## config.mk

```make
export PLATFORM = sky130hd
export DESIGN_NAME = efc_ctrl
export DESIGN_NICKNAME = d
export VERILOG_FILES = /design/src/hdl/efc_pkg.sv /design/src/hdl/efc_pause_timer.sv /design/src/hdl/efc_ctrl.sv
export SDC_FILE = /design/constraint.sdc
export NUM_CORES = 1
export LEC_CHECK = 0
export BUFFER_PORTS_ARGS = -buffer_cell sky130_fd_sc_hd__buf_2
export CORE_ASPECT_RATIO = 2
export CORE_MARGIN = 1
export CORE_UTILIZATION = 55
export CTS_CLUSTER_DIAMETER = 200
export DETAILED_ROUTE_END_ITERATION = 10
export HOLD_SLACK_MARGIN = 0.1
export PLACE_DENSITY_LB_ADDON = 0.05
export SLEW_MARGIN = 30
export SYNTH_ARGS = -nofsm -noshare
export SYNTH_HDL_FRONTEND = slang
export SYNTH_SLANG_ARGS = --single-unit
```

## constraint.sdc

```tcl
create_clock -name aclk -period 3.71 [get_ports aclk]
set_clock_uncertainty 0.15 [all_clocks]
set_input_delay 0.5565 -clock aclk [delete_from_list [all_inputs] [get_ports aclk]]
set_output_delay 0.5565 -clock aclk [all_outputs]
set_load 0.01 [all_outputs]
```

## src/hdl/efc_pkg.sv

```systemverilog
// constants shared by the ethernet control and flow control block
package efc_pkg;
	localparam int EFC_ADDR_W = 8;
	localparam logic [1:0] EFC_BLK_CON1 = 2'h0;
	localparam logic [1:0] EFC_BLK_CON2 = 2'h1;
	localparam logic [1:0] EFC_BLK_WM = 2'h2;
	localparam logic [1:0] EFC_BLK_STAT = 2'h3;
	localparam logic [1:0] EFC_OP_WRITE = 2'h0;
	localparam logic [1:0] EFC_OP_CLR = 2'h1;
	localparam logic [1:0] EFC_OP_SET = 2'h2;
	localparam logic [1:0] EFC_OP_INV = 2'h3;
	localparam logic [2:0] EFC_SEL_CON1 = 3'h0;
	localparam logic [2:0] EFC_SEL_CON2 = 3'h1;
	localparam logic [2:0] EFC_SEL_WM = 3'h2;
	localparam logic [2:0] EFC_SEL_STAT = 3'h3;
	localparam logic [2:0] EFC_SEL_NONE = 3'h4;
	localparam int EFC_PTV_LSB = 16;
	localparam int EFC_ON_BIT = 15;
	localparam int EFC_IDLE_STOP_BIT = 13;
	localparam int EFC_TRANSMIT_REQUEST_BIT = 9;
	localparam int EFC_RECEIVE_ENABLE_BIT = 8;
	localparam int EFC_AUTO_FLOW_CTL_BIT = 7;
	localparam int EFC_MANUAL_FLOW_CTL_BIT = 4;
	localparam int EFC_BUFFER_COUNT_DECREMENT_BIT = 0;
	localparam int EFC_BUFSZ_LSB = 4;
	localparam int EFC_BUFSZ_MSB = 10;
	localparam int EFC_WM_FULL_LSB = 0;
	localparam int EFC_WM_EMPTY_LSB = 8;
	localparam int EFC_STAT_CNT_LSB = 16;
	localparam int EFC_STAT_TXBUSY_BIT = 0;
	localparam int EFC_STAT_PAUSE_BIT = 1;
	localparam logic [31:0] EFC_CON1_MASK = 32'hFFFF_A390;
	localparam logic [31:0] EFC_CON2_MASK = 32'h0000_07F0;
	localparam logic [31:0] EFC_WM_MASK = 32'h0000_FFFF;
	localparam logic [31:0] EFC_CON1_RESET = 32'h0000_0000;
	localparam logic [31:0] EFC_CON2_RESET = 32'h0000_0000;
	localparam logic [31:0] EFC_WM_RESET = 32'h0000_0410;
	localparam int EFC_PAUSE_SHIFT = 6;
	localparam int EFC_BYTE_SHIFT = 4;
	localparam logic [1:0] EFC_RESP_OKAY = 2'h0;
	localparam logic [1:0] EFC_RESP_SLVERR = 2'h2;
endpackage : efc_pkg

```

## src/hdl/efc_pause_timer.sv

```systemverilog
// pause resend interval counter, counting tx clock rising edges
`timescale 1ns/1ns
module efc_pause_timer #(
	parameter int CNT_W = 22
) (
	input wire logic aclk,
	input wire logic aresetn,
	input wire logic tick,
	input wire logic load,
	input wire logic stop,
	input wire logic [CNT_W-1:0] load_value,
	output logic expired
);
	logic [CNT_W-1:0] cnt;
	logic armed;

	always_ff @(posedge aclk) begin
		if (!aresetn) begin
			cnt <= '0;
			armed <= 1'b0;
		end else if (stop) begin
			armed <= 1'b0;
		end else if (load) begin
			cnt <= load_value;
			armed <= 1'b1;
		end else if (armed && tick && cnt != '0) begin
			cnt <= cnt - 1'b1;
		end
	end

	always_ff @(posedge aclk) begin
		if (!aresetn) begin
			expired <= 1'b0;
		end else begin
			expired <= armed && !load && !stop && cnt == '0;
		end
	end
endmodule : efc_pause_timer

```

## src/hdl/efc_ctrl.sv

```systemverilog
// ethernet controller enable, transmit request, receive enable and flow control
//
// Register access over AXI4-Lite and the register addresses were left to the implementer.
`timescale 1ns/1ns
module efc_ctrl import efc_pkg::*; #(
	parameter int CNT_W = 8,
	parameter int PTV_W = 16
) (
	input wire logic aclk,
	input wire logic aresetn,
	input wire logic [EFC_ADDR_W-1:0] s_axi_awaddr,
	input wire logic s_axi_awvalid,
	output logic s_axi_awready,
	input wire logic [31:0] s_axi_wdata,
	input wire logic [3:0] s_axi_wstrb,
	input wire logic s_axi_wvalid,
	output logic s_axi_wready,
	output logic [1:0] s_axi_bresp,
	output logic s_axi_bvalid,
	input wire logic s_axi_bready,
	input wire logic [EFC_ADDR_W-1:0] s_axi_araddr,
	input wire logic s_axi_arvalid,
	output logic s_axi_arready,
	output logic [31:0] s_axi_rdata,
	output logic [1:0] s_axi_rresp,
	output logic s_axi_rvalid,
	input wire logic s_axi_rready,
	input wire logic idle_mode,
	input wire logic tx_clk,
	output logic tx_pkt_req,
	input wire logic tx_pkt_ack,
	input wire logic tx_pkt_done,
	input wire logic tx_table_end,
	output logic rx_enable,
	input wire logic rx_pkt_stored,
	output logic [EFC_BUFSZ_MSB:0] rx_buf_bytes,
	output logic flow_ctl_active,
	output logic pause_req,
	output logic [PTV_W-1:0] pause_value,
	input wire logic pause_sent
);
	typedef enum logic [1:0] {EFC_FC_IDLE, EFC_FC_SEND, EFC_FC_WAIT, EFC_FC_SEND_ZERO} efc_fc_state_t;

	function automatic logic [2:0] efc_decode(input logic [EFC_ADDR_W-1:0] addr);
		logic [2:0] sel;
		sel = EFC_SEL_NONE;
		if (addr[EFC_ADDR_W-1:6] == '0) begin
			unique case (addr[5:4])
				EFC_BLK_CON1: sel = EFC_SEL_CON1;
				EFC_BLK_CON2: sel = EFC_SEL_CON2;
				EFC_BLK_WM: sel = EFC_SEL_WM;
				EFC_BLK_STAT: sel = (addr[3:2] == EFC_OP_WRITE) ? EFC_SEL_STAT : EFC_SEL_NONE;
			endcase
		end
		return sel;
	endfunction : efc_decode

	function automatic logic [31:0] efc_apply(input logic [31:0] old, input logic [31:0] wd,
		input logic [3:0] strb, input logic [1:0] op, input logic [31:0] mask);
		logic [31:0] m;
		logic [31:0] v;
		m = {{8{strb[3]}}, {8{strb[2]}}, {8{strb[1]}}, {8{strb[0]}}};
		unique case (op)
			EFC_OP_WRITE: v = (old & ~m) | (wd & m);
			EFC_OP_CLR: v = old & ~(wd & m);
			EFC_OP_SET: v = old | (wd & m);
			EFC_OP_INV: v = old ^ (wd & m);
		endcase
		return v & mask;
	endfunction : efc_apply

	logic [31:0] con1;
	logic [31:0] con2;
	logic [31:0] wm;
	logic [31:0] next_con1;
	logic [CNT_W-1:0] buf_count;
	logic aw_hold;
	logic w_hold;
	logic [EFC_ADDR_W-1:0] aw_addr;
	logic [31:0] w_data;
	logic [3:0] w_strb;
	logic wr_fire;
	logic [2:0] wr_sel;
	logic [1:0] wr_op;
	logic [2:0] rd_sel;
	logic [31:0] rd_value;
	logic tx_busy;
	logic tx_finish_all;
	logic paused;
	logic running;
	logic dec_req;
	logic inc_req;
	logic tx_clk_prev;
	logic tx_tick;
	logic timer_load;
	logic timer_stop;
	logic timer_expired;
	efc_fc_state_t fc_state;
	logic [CNT_W-1:0] wm_full;
	logic [CNT_W-1:0] wm_empty;

	assign running = con1[EFC_ON_BIT];
	assign paused = con1[EFC_IDLE_STOP_BIT] && idle_mode;
	assign wm_full = wm[EFC_WM_FULL_LSB +: CNT_W];
	assign wm_empty = wm[EFC_WM_EMPTY_LSB +: CNT_W];
	assign wr_fire = aw_hold && w_hold && !s_axi_bvalid;
	assign wr_sel = efc_decode(aw_addr);
	assign wr_op = aw_addr[3:2];
	assign rd_sel = efc_decode(s_axi_araddr);
	assign tx_finish_all = tx_busy && tx_pkt_done && tx_table_end;
	// a clear alias never counts as a write of one to the decrement bit
	assign dec_req = wr_fire && wr_sel == EFC_SEL_CON1 && wr_op != EFC_OP_CLR && w_strb[0]
		&& w_data[EFC_BUFFER_COUNT_DECREMENT_BIT];
	assign inc_req = rx_pkt_stored && rx_enable;
	// tx clock arrives synchronous to aclk, so a plain edge detect is safe
	assign tx_tick = tx_clk && !tx_clk_prev;

	always_comb begin
		next_con1 = con1;
		if (tx_finish_all) begin
			next_con1[EFC_TRANSMIT_REQUEST_BIT] = 1'b0;
		end
		// software write is applied on top, so a fresh request wins over the hardware clear
		if (wr_fire && wr_sel == EFC_SEL_CON1) begin
			next_con1 = efc_apply(next_con1, w_data, w_strb, wr_op, EFC_CON1_MASK);
		end
	end

	always_comb begin
		rd_value = 32'h0000_0000;
		unique case (rd_sel)
			EFC_SEL_CON1: rd_value = con1;
			EFC_SEL_CON2: rd_value = con2;
			EFC_SEL_WM: rd_value = wm;
			EFC_SEL_STAT: begin
				rd_value[EFC_STAT_CNT_LSB +: CNT_W] = buf_count;
				rd_value[EFC_STAT_TXBUSY_BIT] = tx_busy;
				rd_value[EFC_STAT_PAUSE_BIT] = fc_state != EFC_FC_IDLE;
			end
			default: rd_value = 32'h0000_0000;
		endcase
	end

	always_ff @(posedge aclk) begin
		if (!aresetn) begin
			con1 <= EFC_CON1_RESET;
		end else begin
			con1 <= next_con1;
		end
	end

	// the size field is trusted to change only while receive is disabled
	always_ff @(posedge aclk) begin
		if (!aresetn) begin
			con2 <= EFC_CON2_RESET;
			wm <= EFC_WM_RESET;
		end else if (wr_fire) begin
			if (wr_sel == EFC_SEL_CON2) begin
				con2 <= efc_apply(con2, w_data, w_strb, wr_op, EFC_CON2_MASK);
			end
			if (wr_sel == EFC_SEL_WM) begin
				wm <= efc_apply(wm, w_data, w_strb, wr_op, EFC_WM_MASK);
			end
		end
	end

	always_ff @(posedge aclk) begin
		if (!aresetn) begin
			aw_hold <= 1'b0;
			aw_addr <= '0;
			s_axi_awready <= 1'b1;
		end else if (s_axi_awvalid && s_axi_awready) begin
			aw_hold <= 1'b1;
			aw_addr <= s_axi_awaddr;
			s_axi_awready <= 1'b0;
		end else if (wr_fire) begin
			aw_hold <= 1'b0;
		end else if (s_axi_bvalid && s_axi_bready) begin
			s_axi_awready <= 1'b1;
		end
	end

	always_ff @(posedge aclk) begin
		if (!aresetn) begin
			w_hold <= 1'b0;
			w_data <= 32'h0000_0000;
			w_strb <= 4'h0;
			s_axi_wready <= 1'b1;
		end else if (s_axi_wvalid && s_axi_wready) begin
			w_hold <= 1'b1;
			w_data <= s_axi_wdata;
			w_strb <= s_axi_wstrb;
			s_axi_wready <= 1'b0;
		end else if (wr_fire) begin
			w_hold <= 1'b0;
		end else if (s_axi_bvalid && s_axi_bready) begin
			s_axi_wready <= 1'b1;
		end
	end

	always_ff @(posedge aclk) begin
		if (!aresetn) begin
			s_axi_bvalid <= 1'b0;
			s_axi_bresp <= EFC_RESP_OKAY;
		end else if (wr_fire) begin
			s_axi_bvalid <= 1'b1;
			s_axi_bresp <= (wr_sel == EFC_SEL_NONE || wr_sel == EFC_SEL_STAT) ? EFC_RESP_SLVERR : EFC_RESP_OKAY;
		end else if (s_axi_bready) begin
			s_axi_bvalid <= 1'b0;
		end
	end

	always_ff @(posedge aclk) begin
		if (!aresetn) begin
			s_axi_arready <= 1'b1;
			s_axi_rvalid <= 1'b0;
			s_axi_rdata <= 32'h0000_0000;
			s_axi_rresp <= EFC_RESP_OKAY;
		end else if (s_axi_arvalid && s_axi_arready) begin
			s_axi_arready <= 1'b0;
			s_axi_rvalid <= 1'b1;
			s_axi_rdata <= rd_value;
			s_axi_rresp <= (rd_sel == EFC_SEL_NONE) ? EFC_RESP_SLVERR : EFC_RESP_OKAY;
		end else if (s_axi_rvalid && s_axi_rready) begin
			s_axi_rvalid <= 1'b0;
			s_axi_arready <= 1'b1;
		end
	end

	// transmit sequencing: one packet at a time, request dropped while a packet is in flight
	always_ff @(posedge aclk) begin
		if (!aresetn) begin
			tx_busy <= 1'b0;
		end else if (tx_pkt_req && tx_pkt_ack) begin
			tx_busy <= 1'b1;
		end else if (tx_pkt_done) begin
			tx_busy <= 1'b0;
		end
	end

	always_ff @(posedge aclk) begin
		if (!aresetn) begin
			tx_pkt_req <= 1'b0;
		end else if (tx_pkt_req && tx_pkt_ack) begin
			tx_pkt_req <= 1'b0;
		end else begin
			// a cleared request lets the packet in flight finish but starts no other
			tx_pkt_req <= running && !paused && next_con1[EFC_TRANSMIT_REQUEST_BIT] && !tx_busy
				&& !tx_pkt_done;
		end
	end

	always_ff @(posedge aclk) begin
		if (!aresetn) begin
			rx_enable <= 1'b0;
			rx_buf_bytes <= '0;
		end else begin
			rx_enable <= next_con1[EFC_ON_BIT] && next_con1[EFC_RECEIVE_ENABLE_BIT] && !paused;
			// code 1 gives 16 bytes, all ones gives 2032 bytes; code 0 is left to software
			rx_buf_bytes <= {con2[EFC_BUFSZ_MSB:EFC_BUFSZ_LSB], {EFC_BYTE_SHIFT{1'b0}}};
		end
	end

	always_ff @(posedge aclk) begin
		if (!aresetn) begin
			buf_count <= '0;
		end else if (inc_req && dec_req) begin
			buf_count <= buf_count;
		end else if (inc_req && buf_count != '1) begin
			buf_count <= buf_count + 1'b1;
		end else if (dec_req && buf_count != '0) begin
			buf_count <= buf_count - 1'b1;
		end
	end

	always_ff @(posedge aclk) begin
		if (!aresetn) begin
			flow_ctl_active <= 1'b0;
		end else if (!running || !con1[EFC_AUTO_FLOW_CTL_BIT]) begin
			flow_ctl_active <= 1'b0;
		end else if (buf_count >= wm_full) begin
			flow_ctl_active <= 1'b1;
		end else if (buf_count <= wm_empty) begin
			flow_ctl_active <= 1'b0;
		end
	end

	always_ff @(posedge aclk) begin
		if (!aresetn) begin
			tx_clk_prev <= 1'b0;
		end else begin
			tx_clk_prev <= tx_clk;
		end
	end

	assign timer_load = fc_state == EFC_FC_SEND && pause_sent;
	assign timer_stop = !running || fc_state == EFC_FC_IDLE || fc_state == EFC_FC_SEND_ZERO;

	efc_pause_timer #(
		.CNT_W(PTV_W + EFC_PAUSE_SHIFT)
	) u_pause_timer (
		.aclk(aclk),
		.aresetn(aresetn),
		.tick(tx_tick),
		.load(timer_load),
		.stop(timer_stop),
		.load_value({con1[EFC_PTV_LSB +: PTV_W], {EFC_PAUSE_SHIFT{1'b0}}}),
		.expired(timer_expired)
	);

	// pause timer value is sampled at each send; it is meant to be stable while receiving
	always_ff @(posedge aclk) begin
		if (!aresetn) begin
			fc_state <= EFC_FC_IDLE;
		end else if (!running) begin
			fc_state <= EFC_FC_IDLE;
		end else begin
			unique case (fc_state)
				EFC_FC_IDLE: begin
					if (con1[EFC_MANUAL_FLOW_CTL_BIT]) begin
						fc_state <= EFC_FC_SEND;
					end
				end
				EFC_FC_SEND: begin
					if (pause_sent) begin
						fc_state <= con1[EFC_MANUAL_FLOW_CTL_BIT] ? EFC_FC_WAIT : EFC_FC_SEND_ZERO;
					end
				end
				EFC_FC_WAIT: begin
					if (!con1[EFC_MANUAL_FLOW_CTL_BIT]) begin
						fc_state <= EFC_FC_SEND_ZERO;
					end else if (timer_expired) begin
						fc_state <= EFC_FC_SEND;
					end
				end
				EFC_FC_SEND_ZERO: begin
					if (pause_sent) begin
						fc_state <= EFC_FC_IDLE;
					end
				end
			endcase
		end
	end

	always_ff @(posedge aclk) begin
		if (!aresetn) begin
			pause_req <= 1'b0;
			pause_value <= '0;
		end else if (!running || pause_sent) begin
			pause_req <= 1'b0;
		end else if (fc_state == EFC_FC_SEND) begin
			pause_req <= 1'b1;
			pause_value <= con1[EFC_PTV_LSB +: PTV_W];
		end else if (fc_state == EFC_FC_SEND_ZERO) begin
			pause_req <= 1'b1;
			pause_value <= '0;
		end
	end
endmodule : efc_ctrl

```

==> results.rst, run 1 <==
.. list-table::
   :header-rows: 1

   * - Metric
     - Value
   * - Outcome
     - completed
   * - First-pass GRT wire length
     - 48800 um
   * - Post-detailed-placement cell area
     - 0.0113 mm^2
   * - Met3 routed WL
     - 991 um
   * - Area enclosed by the die boundary
     - 0.0197 mm^2
   * - CP arrival
     - 3.65 ns
   * - Cell Rows
     - 71
   * - Net switching component of the power
     - 1.12 mW
   * - Total power draw
     - 4.46 mW
   * - Number of flops mapped to enable cells by yosys
     - 0
   * - Complex-gate fraction of the synthesized area
     - 0.205
   * - Most frequent cells in the layout
     - 210 x nand2_1, 190 x dfxtp_1, 187 x a21oi_1, 127 x buf_2, 122 x nor2_1
   * - DP Wirelength
     - 22500 um
   * - Final worst hold slack
     - 0.185 ns
   * - Family of cells with the greatest summed delay on the critical path
     - compound AO/OA/AOI/OAI gates
   * - Time the worst path needs with I/O delays and setup
     - 3.41 ns
   * - GRT overflow
     - 0
   * - Number of buffers created by CTS
     - 17
   * - TritonCTS clock tree
     - built
   * - Worst-skew pair later-pin latency
     - 0.45 ns
   * - DRC
     - 0
   * - Critical Path Sink Type
     - flop
   * - Count of antenna-violating nets left after detailed routing
     - 0
   * - Unrepaired setup endpoints after global routing
     - no
   * - Proportion of register bits with asynchronous set or reset after synthesis
     - 0
   * - Starting utilization of the core area
     - 0.559
   * - Cell at the slowest stage of the critical path
     - o211ai_1
   * - Total count of hold-check failures in the final report
     - 0
   * - Total buffers and inverters traversed by the critical path
     - 0
   * - Power per standard cell area
     - 374 mW/mm^2
   * - Die height
     - 197 um
   * - Reported leakage power
     - 4.76 nW
   * - Drt pass-1 iters
     - 5
   * - Flop pwr share
     - 0.479
   * - Clock root cell
     - clkbuf_16
   * - Critical path's largest stage delay
     - 0.76 ns
   * - Maximum clock path buffer count
     - 2
   * - Number of gates resized after cts
     - 0
   * - Maximum VDD drop
     - 0.303 mV
   * - Initial antenna violation count
     - 0
   * - CTS H-tree lvls
     - 4
   * - Netlist area before placement
     - 0.0105 mm^2
   * - Post-synthesis sequential area ratio
     - 0.365
   * - Final number of setup-violating endpoints
     - 0
   * - Combinational fraction of design power
     - 0.080
   * - Crit path launch type
     - flop
   * - Clk pwr share
     - 0.441
   * - Total setup buffers inserted after CTS
     - 0
   * - Setup_tns
     - 0 ns
   * - Number of clock sinks
     - 191
   * - Total track usage
     - 0.327
   * - Most common flop cell mapped by yosys
     - dfxtp_1
   * - Violation count after the first detailed-routing iteration
     - 433
   * - Average footprint of a synthesized cell
     - 7.91 um^2
   * - Transition time at the pin with the least slew margin
     - 0.962 ns
   * - Share of final-layout standard cells stronger than drive strength 1
     - 0.144
   * - Max-Slew Margin vs Limit
     - 0.356
   * - Final layout net count
     - 1567
   * - Ant diodes
     - 0
   * - Cell-internal power
     - 3.35 mW
   * - Synthesized-area fraction occupied by and/or/nand/nor cells
     - 0.203
   * - Share of the clock period used by the worst path
     - 0.920
   * - Non-filler cells in the finished layout
     - 1678
   * - Largest net degree at the start of global routing
     - 74
   * - Top Metal Used
     - met4
   * - I/O Buffers
     - 127
   * - Total of hold buffers inserted after clock tree synthesis
     - 0
   * - Required time worst endpoint
     - 3.95 ns
   * - Mux cell area share after synthesis
     - 0.0538
   * - Wire length on met2
     - 16800 um
   * - Layout overhead on the synthesized area
     - 13.8%
   * - Post-layout instance area
     - 0.0119 mm^2
   * - Vias
     - 9897
   * - Final routed wirelength across all metal layers
     - 30900 um
   * - Average vias per placed instance
     - 5.90
   * - Total core area
     - 0.0187 mm^2
   * - Avg WL per Cell
     - 18.4 um
   * - Dominant combinational cell family by area after synthesis
     - compound AO/OA/AOI/OAI gates
   * - Horizontal die dimension
     - 99.6 um
   * - Crit Path Category
     - reg -> reg
   * - Cell chain of the critical path
     - nand4_1, o211ai_1, ha_1, a21oi_1, o2111ai_1, o211ai_1, mux2_2, or3_1, a21oi_1
   * - Maximum fanout along the worst path
     - 10
   * - Number of max-slew violations in the final report
     - 0
   * - Classification of the worst-slack hold path
     - in -> reg
   * - Parity-gate share of the synthesized area counting xor and xnor cells
     - 0.00919
   * - Max-capacitance violation count
     - 0
   * - Met1 layer wirelength in the final routing
     - 11000 um
   * - Number of top-level pins
     - 138
   * - Placed Instances
     - 1646
   * - Switching fraction of total power
     - 0.250
   * - Final weighted congestion in routability-driven placement
     - 0.951
   * - Most common library cell in the layout ignoring fill and taps
     - nand2_1
   * - Number of distinct library cells after synthesis
     - 58
   * - Clock transition time at the flip-flop clock pins of the worst setup and hold paths
     - 0.07 ns
   * - Max Freq
     - 0.293 GHz
   * - Cells after Synth
     - 1325
   * - Number of warnings reported in the yosys synthesis log
     - 0
   * - Adder-cell share of the synthesized area
     - 0.109
   * - Number of storage elements in the synthesis netlist
     - 191
   * - Vias in the first global route
     - 9374
-- through the flow --
stage,utilization,setup WS (ns)
after floorplan,-,0.822
after global placement,0.603,0.415
after detailed placement,0.603,0.328
after CTS,0.636,0.331
after global routing,0.636,0.0135
final,0.636,0.296
-- cells by family after synthesis --
family	count (synthesis)
AND/OR/NAND/NOR	476
XOR/XNOR	11
adder cells (fa/ha/maj)	91
flip-flops	191
multiplexers	55
buffers and inverters	145
other	1
AO/OA/AOI/OAI	355
-- power by group through the flow --
stage | Clock [mW] | Combinational, mW | Sequential (mW)
finish | 1.97 | 0.358 | 2.14
global route | 2.07 | 0.394 | 2.14
CTS | 2.00 | 0.358 | 2.13
detailed placement | 0 | 0.357 | 2.18
global placement | 0 | 0.351 | 2.18
floorplan | 0 | 0.238 | 2.17
-- layer usage --
metal,track usage,vias to the layer above
li1,-,4843
met1,0.321,4707
met2,0.615,254
met3,0.0478,93
met4,0.228,0
met5,0,-
-- sequential cells by signal, summed over array words and instances, names as in the netlist, 2 cells and up, named ones only --
signal             flops
w_strb                 4
fc_state               2
con2                   7
rx_buf_bytes           7
w_data                32
pause_value           16
s_axi_rdata           32
u_pause_timer.cnt     22
aw_addr                6
buf_count              8
con1                   3
wm                    16
-- layout make-up --
| cell class | count | area, um^2 |
|---|---|---|
| fillers | 1728 | 6820 |
| multi-input cells | 994 | 6100 |
| flip-flops and latches | 191 | 3820 |
| repair buffers | 158 | 881 |
| clock buffers | 19 | 433 |
| well taps | 255 | 319 |
| clock inverters | 13 | 189 |
| inverters | 48 | 183 |
-- final timing paths --
check,from,endpoint,slack (ns),cells past startpoint
setup / recovery,buf_count[1],buf_count[7],0.30,9
hold / removal,tx_clk,tx_clk_prev,0.19,2
hold reg to reg,pause_value[15],pause_value[15],0.30,2
setup reg to reg,buf_count[1],buf_count[7],0.30,9
-- cells in the mapped netlist (all sizes together) (4+ instances only) --
cell type / n / area (um^2)
xnor2: 5 / 43.8
and2: 14 / 87.6
ha: 90 / 1130
nor3: 25 / 125
o31ai: 4 / 30.0
or2: 4 / 25.0
o21ai: 42 / 210
mux2i: 53 / 531
nor4: 7 / 56.3
xor2: 6 / 52.6
nand2: 210 / 788
nor2b: 8 / 50.1
nand4: 9 / 56.3
a21oi: 189 / 953
o211ai: 18 / 135
a211oi: 37 / 278
dfxtp: 191 / 3820
or3: 8 / 50.1
nand2b: 7 / 43.8
inv: 48 / 180
a221oi: 32 / 280
buf: 23 / 124
and4: 4 / 35.0
clkbuf: 74 / 278
nand3: 45 / 230
a22oi: 9 / 67.6
nor2: 122 / 458
a21o: 7 / 52.6
No activity file was read; power rests on OpenSTA's default activity.
==> run 2, diff against run 1 <==
GPL_TIMING_DRIVEN = 0   (was not set)
RECOVER_POWER = 25   (was not set)
==> results.rst, run 2 (synthesis gave the netlist of run 1 again) <==
.. list-table::
   :header-rows: 1

   * - Metric
     - Value
   * - Outcome
     - completed
   * - Unrepaired setup endpoints after global routing
     - no
   * - Number of max-slew violations in the final report
     - 0 (unchanged)
   * - Clock transition time at the flip-flop clock pins of the worst setup and hold paths
     - 0.07 ns (about the same)
   * - Share of final-layout standard cells stronger than drive strength 1
     - 0.0903 (-0.0538)
   * - Final weighted congestion in routability-driven placement
     - 0.990 (+4.0%)
   * - Total setup buffers inserted after CTS
     - 0 (unchanged)
   * - Worst reg-to-reg setup slack
     - 0.28 ns (-0.02 ns)
   * - Required time worst endpoint
     - 3.94 ns (about the same)
   * - Worst R2R Path Depth
     - 9 (unchanged)
   * - DP Wirelength
     - 27600 um (+23%)
   * - Classification of the worst-slack hold path
     - in -> reg
   * - Leading registers by flop count
     - s_axi_rdata x32, w_data x32, u_pause_timer.cnt x22
   * - Crit path launch type
     - flop
   * - Min-delay src
     - tx_clk
   * - Drt pass-1 iters
     - 5 (unchanged)
   * - Critical path's largest stage delay
     - 0.77 ns (about the same)
   * - Most common library cell in the layout ignoring fill and taps
     - nand2_1
   * - Source of the worst register-to-register timing path
     - buf_count[7]
   * - Maximum fanout along the worst path
     - 10 (unchanged)
   * - DRC
     - 0 (unchanged)
   * - Worst-skew pair later-pin latency
     - 0.45 ns (about the same)
   * - Final number of setup-violating endpoints
     - 0 (unchanged)
   * - Area enclosed by the die boundary
     - 0.0197 mm^2 (unchanged)
   * - Layout overhead on the synthesized area
     - 13.8% (about the same)
   * - Final layout net count
     - 1631 (+4.1%)
   * - Endpoint of the lowest-slack register-to-register path
     - buf_count[7]
   * - Max-Slew Margin vs Limit
     - 0.374 (+0.0173)
   * - Crit Path Category
     - reg -> reg
   * - Maximum clock path buffer count
     - 2 (unchanged)
   * - Setup_tns
     - 0 ns (unchanged)
   * - Transition time at the pin with the least slew margin
     - 0.940 ns (-0.0224 ns)
   * - Number of buffers created by CTS
     - 17 (unchanged)
   * - Total track usage
     - 0.375 (+0.0483)
   * - Time the worst path needs with I/O delays and setup
     - 3.43 ns (+0.0209 ns)
   * - Filler instances
     - 1790 (+3.6%)
   * - Maximum VDD drop
     - 0.236 mV (-22%)
   * - Placement Setup Slack
     - 0.326 ns (-0.00200 ns)
   * - Number of gates resized after cts
     - 0 (unchanged)
   * - Count of antenna-violating nets left after detailed routing
     - 0 (unchanged)
   * - First-pass GRT wire length
     - 54600 um (+12%)
   * - Vias
     - 10400 (+4.7%)
   * - Cell chain of the critical path
     - nand4_1, o211ai_1, ha_1, a21oi_1, o2111ai_1, o211ai_1, mux2_2, or3_1, a21oi_1
   * - Die height
     - 197 um (unchanged)
   * - Violation count after the first detailed-routing iteration
     - 621 (+43%)
   * - I/O Buffers
     - 125 (-1.6%)
   * - CP arrival
     - 3.66 ns (about the same)
   * - Final worst setup slack
     - 0.275 ns (-0.0209 ns)
   * - Critical Path Sink Type
     - flop
   * - Average vias per placed instance
     - 5.96 (+1.0%)
   * - Launching element of the worst setup path
     - buf_count[7]
   * - Initial antenna violation count
     - 0 (unchanged)
   * - Ant diodes
     - 0 (unchanged)
   * - Total core area
     - 0.0187 mm^2 (unchanged)
   * - Number of clock sinks
     - 191 (unchanged)
   * - Avg WL per Cell
     - 20.7 um (+12%)
   * - Critical path capture point
     - buf_count[7]
   * - Most frequent cells in the layout
     - 210 x nand2_1, 191 x dfxtp_1, 187 x a21oi_1, 122 x nor2_1, 121 x clkbuf_1
   * - GRT overflow
     - 0 (unchanged)
   * - Cell Rows
     - 71 (unchanged)
   * - Number of top-level pins
     - 138 (unchanged)
   * - Starting utilization of the core area
     - 0.559 (unchanged)
   * - Largest net degree at the start of global routing
     - 17 (-77%)
   * - Horizontal die dimension
     - 99.6 um (unchanged)
   * - CTS H-tree lvls
     - 4 (unchanged)
   * - Total count of hold-check failures in the final report
     - 0 (unchanged)
   * - Vias in the first global route
     - 10200 (+9.3%)
   * - TritonCTS clock tree
     - built
   * - Total of hold buffers inserted after clock tree synthesis
     - 0 (unchanged)
   * - Cell at the slowest stage of the critical path
     - o211ai_1
   * - Max Freq
     - 0.291 GHz (-0.61%)
   * - Reported leakage power
     - 4.53 nW (-4.8%)
   * - Max-capacitance violation count
     - 0 (unchanged)
   * - Final routed wirelength across all metal layers
     - 35900 um (+16%)
   * - Share of the clock period used by the worst path
     - 0.926 (+0.00565)
   * - Clock root cell
     - clkbuf_16
   * - Power per standard cell area
     - 358 mW/mm^2 (-4.2%)
run 2: cell count changes in the layout (fill, tap and decap cells not counted), sizes merged:
cell	change
clkbuf	+121
buf	-52
bufinv	-3
clkinv	-3
clkinvlp	-1
inv	-1
run 2: worst min-delay path by stage:
stage	endpoint	slack, ns	cells after the start
2_1_floorplan	w_data[31]	0.29	2
3_3_place_gp	pause_value[13]	0.29	2
3_5_place_dp	pause_value[13]	0.29	2
4_1_cts	tx_clk_prev	0.17	2
5_1_grt	tx_clk_prev	0.18	2
6_report	tx_clk_prev	0.18	2
run 2: stage by stage:
| step | utilization | hold WS, ns | power, mW | instances | cell area (um^2) |
|---|---|---|---|---|---|
| floorplan | - | 0.286 | 2.41 | 1330 | 10500 |
| global placement | 0.611 | 0.289 | 2.56 | 1710 | 11400 |
| detailed placement | 0.611 | 0.290 | 2.57 | 1710 | 11400 |
| CTS | 0.639 | 0.168 | 4.28 | 1739 | 12000 |
| global route | 0.636 | 0.184 | 4.41 | 1739 | 11900 |
| finish | 0.636 | 0.177 | 4.27 | 1739 | 11900 |
run 2: area by class of cell:
type	instances	area, um^2	area share
Timing Repair Buffer	125	573	0.0480
Buffer	97	402	0.0337
Multi-Input combinational cell	994	6100	0.511
Clock inverter	5	60.1	0.00504
Inverter	48	180	0.0151
Clock buffer	24	472	0.0395
Sequential cell	191	3820	0.321
Tap cell	255	319	0.0267
run 2: worst max-delay path: cells and delay by family (launching register included):
family	cells	cell delay (ns)
and+or+nand+nor	2	0.45
DFF	1	0.55
muxes	1	0.36
AOI/OAI and AO/OA	5	1.46
adders and majority gates	1	0.38
run 2: routing by layer:
| metal | GRT usage | vias up | wire, um |
|---|---|---|---|
| met2 | 0.689 | 363 | 18700 |
| met5 | 0 | - | 0 |
| li1 | - | 4954 | - |
| met1 | 0.336 | 4887 | 12000 |
| met3 | 0.0602 | 159 | 1570 |
| met4 | 0.369 | 0 | 3750 |
run 2: where the power goes:
group          internal [mW]  leakage (nW)  switching (mW)
clock                  0.950         0.256           0.791
sequential              2.09          1.55          0.0397
combinational          0.126          2.72           0.270
==> run 3, diff against run 2 <==
CELL_PAD_IN_SITES_DETAIL_PLACEMENT = 1   (was not set)
CELL_PAD_IN_SITES_GLOBAL_PLACEMENT = 1   (was not set)
CORE_MARGIN = 3   (was 1)
CORE_UTILIZATION = 43   (was 55)
==> results.rst, run 3 (synthesis gave the netlist of run 1 again) <==
.. list-table::
   :header-rows: 1

   * - Metric
     - Value
   * - First-pass GRT wire length
     - 61800 um (+13%)
   * - Final weighted congestion in routability-driven placement
     - 0.955 (-3.5%)
   * - Transition time at the pin with the least slew margin
     - 0.966 ns (+0.0265 ns)
   * - Final routed wirelength across all metal layers
     - 41100 um (+14%)
   * - Max-Slew Margin vs Limit
     - 0.356 (-0.0176)
   * - Ant diodes
     - 0 (unchanged)
   * - Worst R2R Path Depth
     - 9 (unchanged)
   * - Clk pwr share
     - 0.411 (+0.003)
   * - Most common library cell in the layout ignoring fill and taps
     - nand2_1
   * - Clock root cell
     - clkbuf_16
   * - Number of clock sinks
     - 191 (unchanged)
   * - I/O Buffers
     - 125 (unchanged)
   * - Most frequent cells in the layout
     - 210 x nand2_1, 191 x dfxtp_1, 187 x a21oi_1, 122 x nor2_1, 119 x clkbuf_1
   * - Layout overhead on the synthesized area
     - 14.2%
   * - Maximum clock path buffer count
     - 2 (unchanged)
   * - Worst-skew pair later-pin latency
     - 0.46 ns (about the same)
   * - Avg WL per Cell
     - 23.2 um (+12%)
   * - Share of the clock period used by the worst path
     - 0.943 (+0.0177)
   * - Total number of cells along the worst setup path
     - 9 (unchanged)
   * - Number of max-slew violations in the final report
     - 0 (unchanged)
   * - Number of gates resized after cts
     - 0 (unchanged)
   * - Time the worst path needs with I/O delays and setup
     - 3.50 ns (+0.0656 ns)
   * - Max Freq
     - 0.286 GHz (-1.9%)
   * - Max-capacitance violation count
     - 0 (unchanged)
   * - Vias
     - 10600 (+2.0%)
   * - Violation count after the first detailed-routing iteration
     - 490 (-21%)
   * - Unrepaired setup endpoints after global routing
     - no
   * - Die height
     - 227 um (+15%)
   * - Starting utilization of the core area
     - 0.438 (-0.121)
   * - Total count of hold-check failures in the final report
     - 0 (unchanged)
   * - DP Wirelength
     - 32100 um (+17%)
   * - Cell at the slowest stage of the critical path
     - o211ai_1
   * - Share of final-layout standard cells stronger than drive strength 1
     - 0.0935 (+0.00318)
   * - Total core area
     - 0.0239 mm^2 (+28%)
   * - Critical Path Sink Type
     - flop
   * - Cell chain of the critical path
     - nand4_1, o211ai_1, ha_1, a21oi_1, o2111ai_1, o211ai_1, mux2_2, or3_1, a21oi_1
   * - Setup_tns
     - 0 ns (unchanged)
   * - Switching fraction of total power
     - 0.270 (+0.0121)
   * - GRT overflow
     - 0 (unchanged)
   * - Reported leakage power
     - 4.53 nW (about the same)
   * - Cell Rows
     - 80 (+13%)
   * - Count of antenna-violating nets left after detailed routing
     - 0 (unchanged)
   * - Final worst setup slack
     - 0.210 ns (-0.0656 ns)
   * - Average vias per placed instance
     - 5.96 (about the same)
   * - Final worst hold slack
     - 0.179 ns (+0.00144 ns)
   * - Final number of setup-violating endpoints
     - 0 (unchanged)
   * - Number of top-level pins
     - 138 (unchanged)
   * - Filler instances
     - 3062 (+71%)
   * - TritonCTS clock tree
     - built
   * - Cell-internal power
     - 3.15 mW (-0.60%)
   * - Area enclosed by the die boundary
     - 0.0264 mm^2 (+34%)
   * - Cells on Worst Hold Path
     - 3 (+1)
   * - Crit path launch type
     - flop
   * - Family of cells with the greatest summed delay on the critical path
     - compound AO/OA/AOI/OAI gates
   * - CP arrival
     - 3.74 ns (+0.08 ns)
   * - Power per standard cell area
     - 360 mW/mm^2 (+0.63%)
   * - Number of buffers created by CTS
     - 17 (unchanged)
   * - Final layout net count
     - 1631 (unchanged)
   * - Total buffers and inverters traversed by the critical path
     - 0 (unchanged)
   * - Combinational fraction of design power
     - 0.095 (+0.002)
   * - Initial antenna violation count
     - 0 (unchanged)
   * - Drt pass-1 iters
     - 5 (unchanged)
   * - Leading registers by flop count
     - s_axi_rdata x32, w_data x32, u_pause_timer.cnt x22
   * - Critical path's largest stage delay
     - 0.75 ns (-0.02 ns)
   * - Horizontal die dimension
     - 116 um (+17%)
   * - CTS H-tree lvls
     - 4 (unchanged)
   * - Clock transition time at the flip-flop clock pins of the worst setup and hold paths
     - 0.07 ns (about the same)
   * - Placement Setup Slack
     - 0.272 ns (-0.0539 ns)
   * - Maximum VDD drop
     - 0.311 mV (+32%)
   * - Crit Path Category
     - reg -> reg
   * - Largest net degree at the start of global routing
     - 17 (unchanged)
   * - Classification of the worst-slack hold path
     - in -> reg
   * - Outcome
     - completed
   * - Total power draw
     - 4.32 mW (+1.0%)
   * - Required time worst endpoint
     - 3.95 ns (about the same)
   * - Share of the core filled with cells
     - 0.501 (-0.136)
   * - Net switching component of the power
     - 1.16 mW (+5.8%)
   * - DRC
     - 0 (unchanged)
   * - Maximum fanout along the worst path
     - 10 (unchanged)
   * - Vias in the first global route
     - 11200 (+8.9%)
   * - Flop pwr share
     - 0.495 (-0.005)
   * - Total track usage
     - 0.315 (-0.0602)
==> run 3: cell count changes in the layout (fill, tap and decap cells not counted), sizes merged <==
cell,before,now
clkbuf,140,137
clkinv,3,7
clkinvlp,1,4
buf,106,105
==> run 3: final cells by class <==
class / instances / area (um^2) / share of cell area
Inverter: 48 / 180 / 0.0150
Buffer: 97 / 402 / 0.0335
Sequential cell: 191 / 3820 / 0.319
Clock buffer: 20 / 447 / 0.0373
Multi-Input combinational cell: 994 / 6100 / 0.509
Clock inverter: 12 / 95.1 / 0.00794
Timing Repair Buffer: 125 / 572 / 0.0477
Tap cell: 287 / 359 / 0.0300
==> run 3: repair_timing <==
item / CTS / global route
buffers inserted: 0 / 0
endpoints found under the setup margin: 0 / 1
hold buffers: 0 / 0
==> run 3: worst reg2reg max path, cell delays in order (launching register included) <==
cell and delay [ns]:
dfxtp_1 0.59, nand4_1 0.15, o211ai_1 0.75, ha_1 0.38, a21oi_1 0.26, o2111ai_1 0.20, o211ai_1 0.16, mux2_2 0.36
or3_1 0.31, a21oi_1 0.13
==> run 3: layer usage <==
metal	vias to the layer above	routed length (um)	GRT usage
li1	4947	-	-
met1	5232	13600	0.285
met2	260	22900	0.604
met3	135	1150	0.0494
met4	0	3390	0.232
met5	-	0	0
==> run 3: power by group through the flow <==
stage | Sequential (mW) | Clock (mW) | Combinational (mW)
6_report | 2.13 | 1.77 | 0.409
5_1_grt | 2.14 | 1.87 | 0.450
4_1_cts | 2.13 | 1.79 | 0.411
3_5_place_dp | 2.18 | 0 | 0.409
3_3_place_gp | 2.18 | 0 | 0.399
2_1_floorplan | 2.17 | 0 | 0.238
==> run 3: final timing paths <==
| path | slack (ns) | to | from |
|---|---|---|---|
| hold / removal | 0.18 | w_data[1] | s_axi_wdata[1] |
| hold reg to reg | 0.30 | pause_value[11] | pause_value[11] |
| setup reg to reg | 0.21 | buf_count[7] | buf_count[1] |
| setup / recovery | 0.21 | buf_count[7] | buf_count[1] |
==> run 3: stage by stage <==
stage	area, um^2	cells
after global routing	12000	1774
after global placement	11500	1742
after detailed placement	11500	1742
after floorplan	10500	1330
final	12000	1774
after CTS	12000	1774
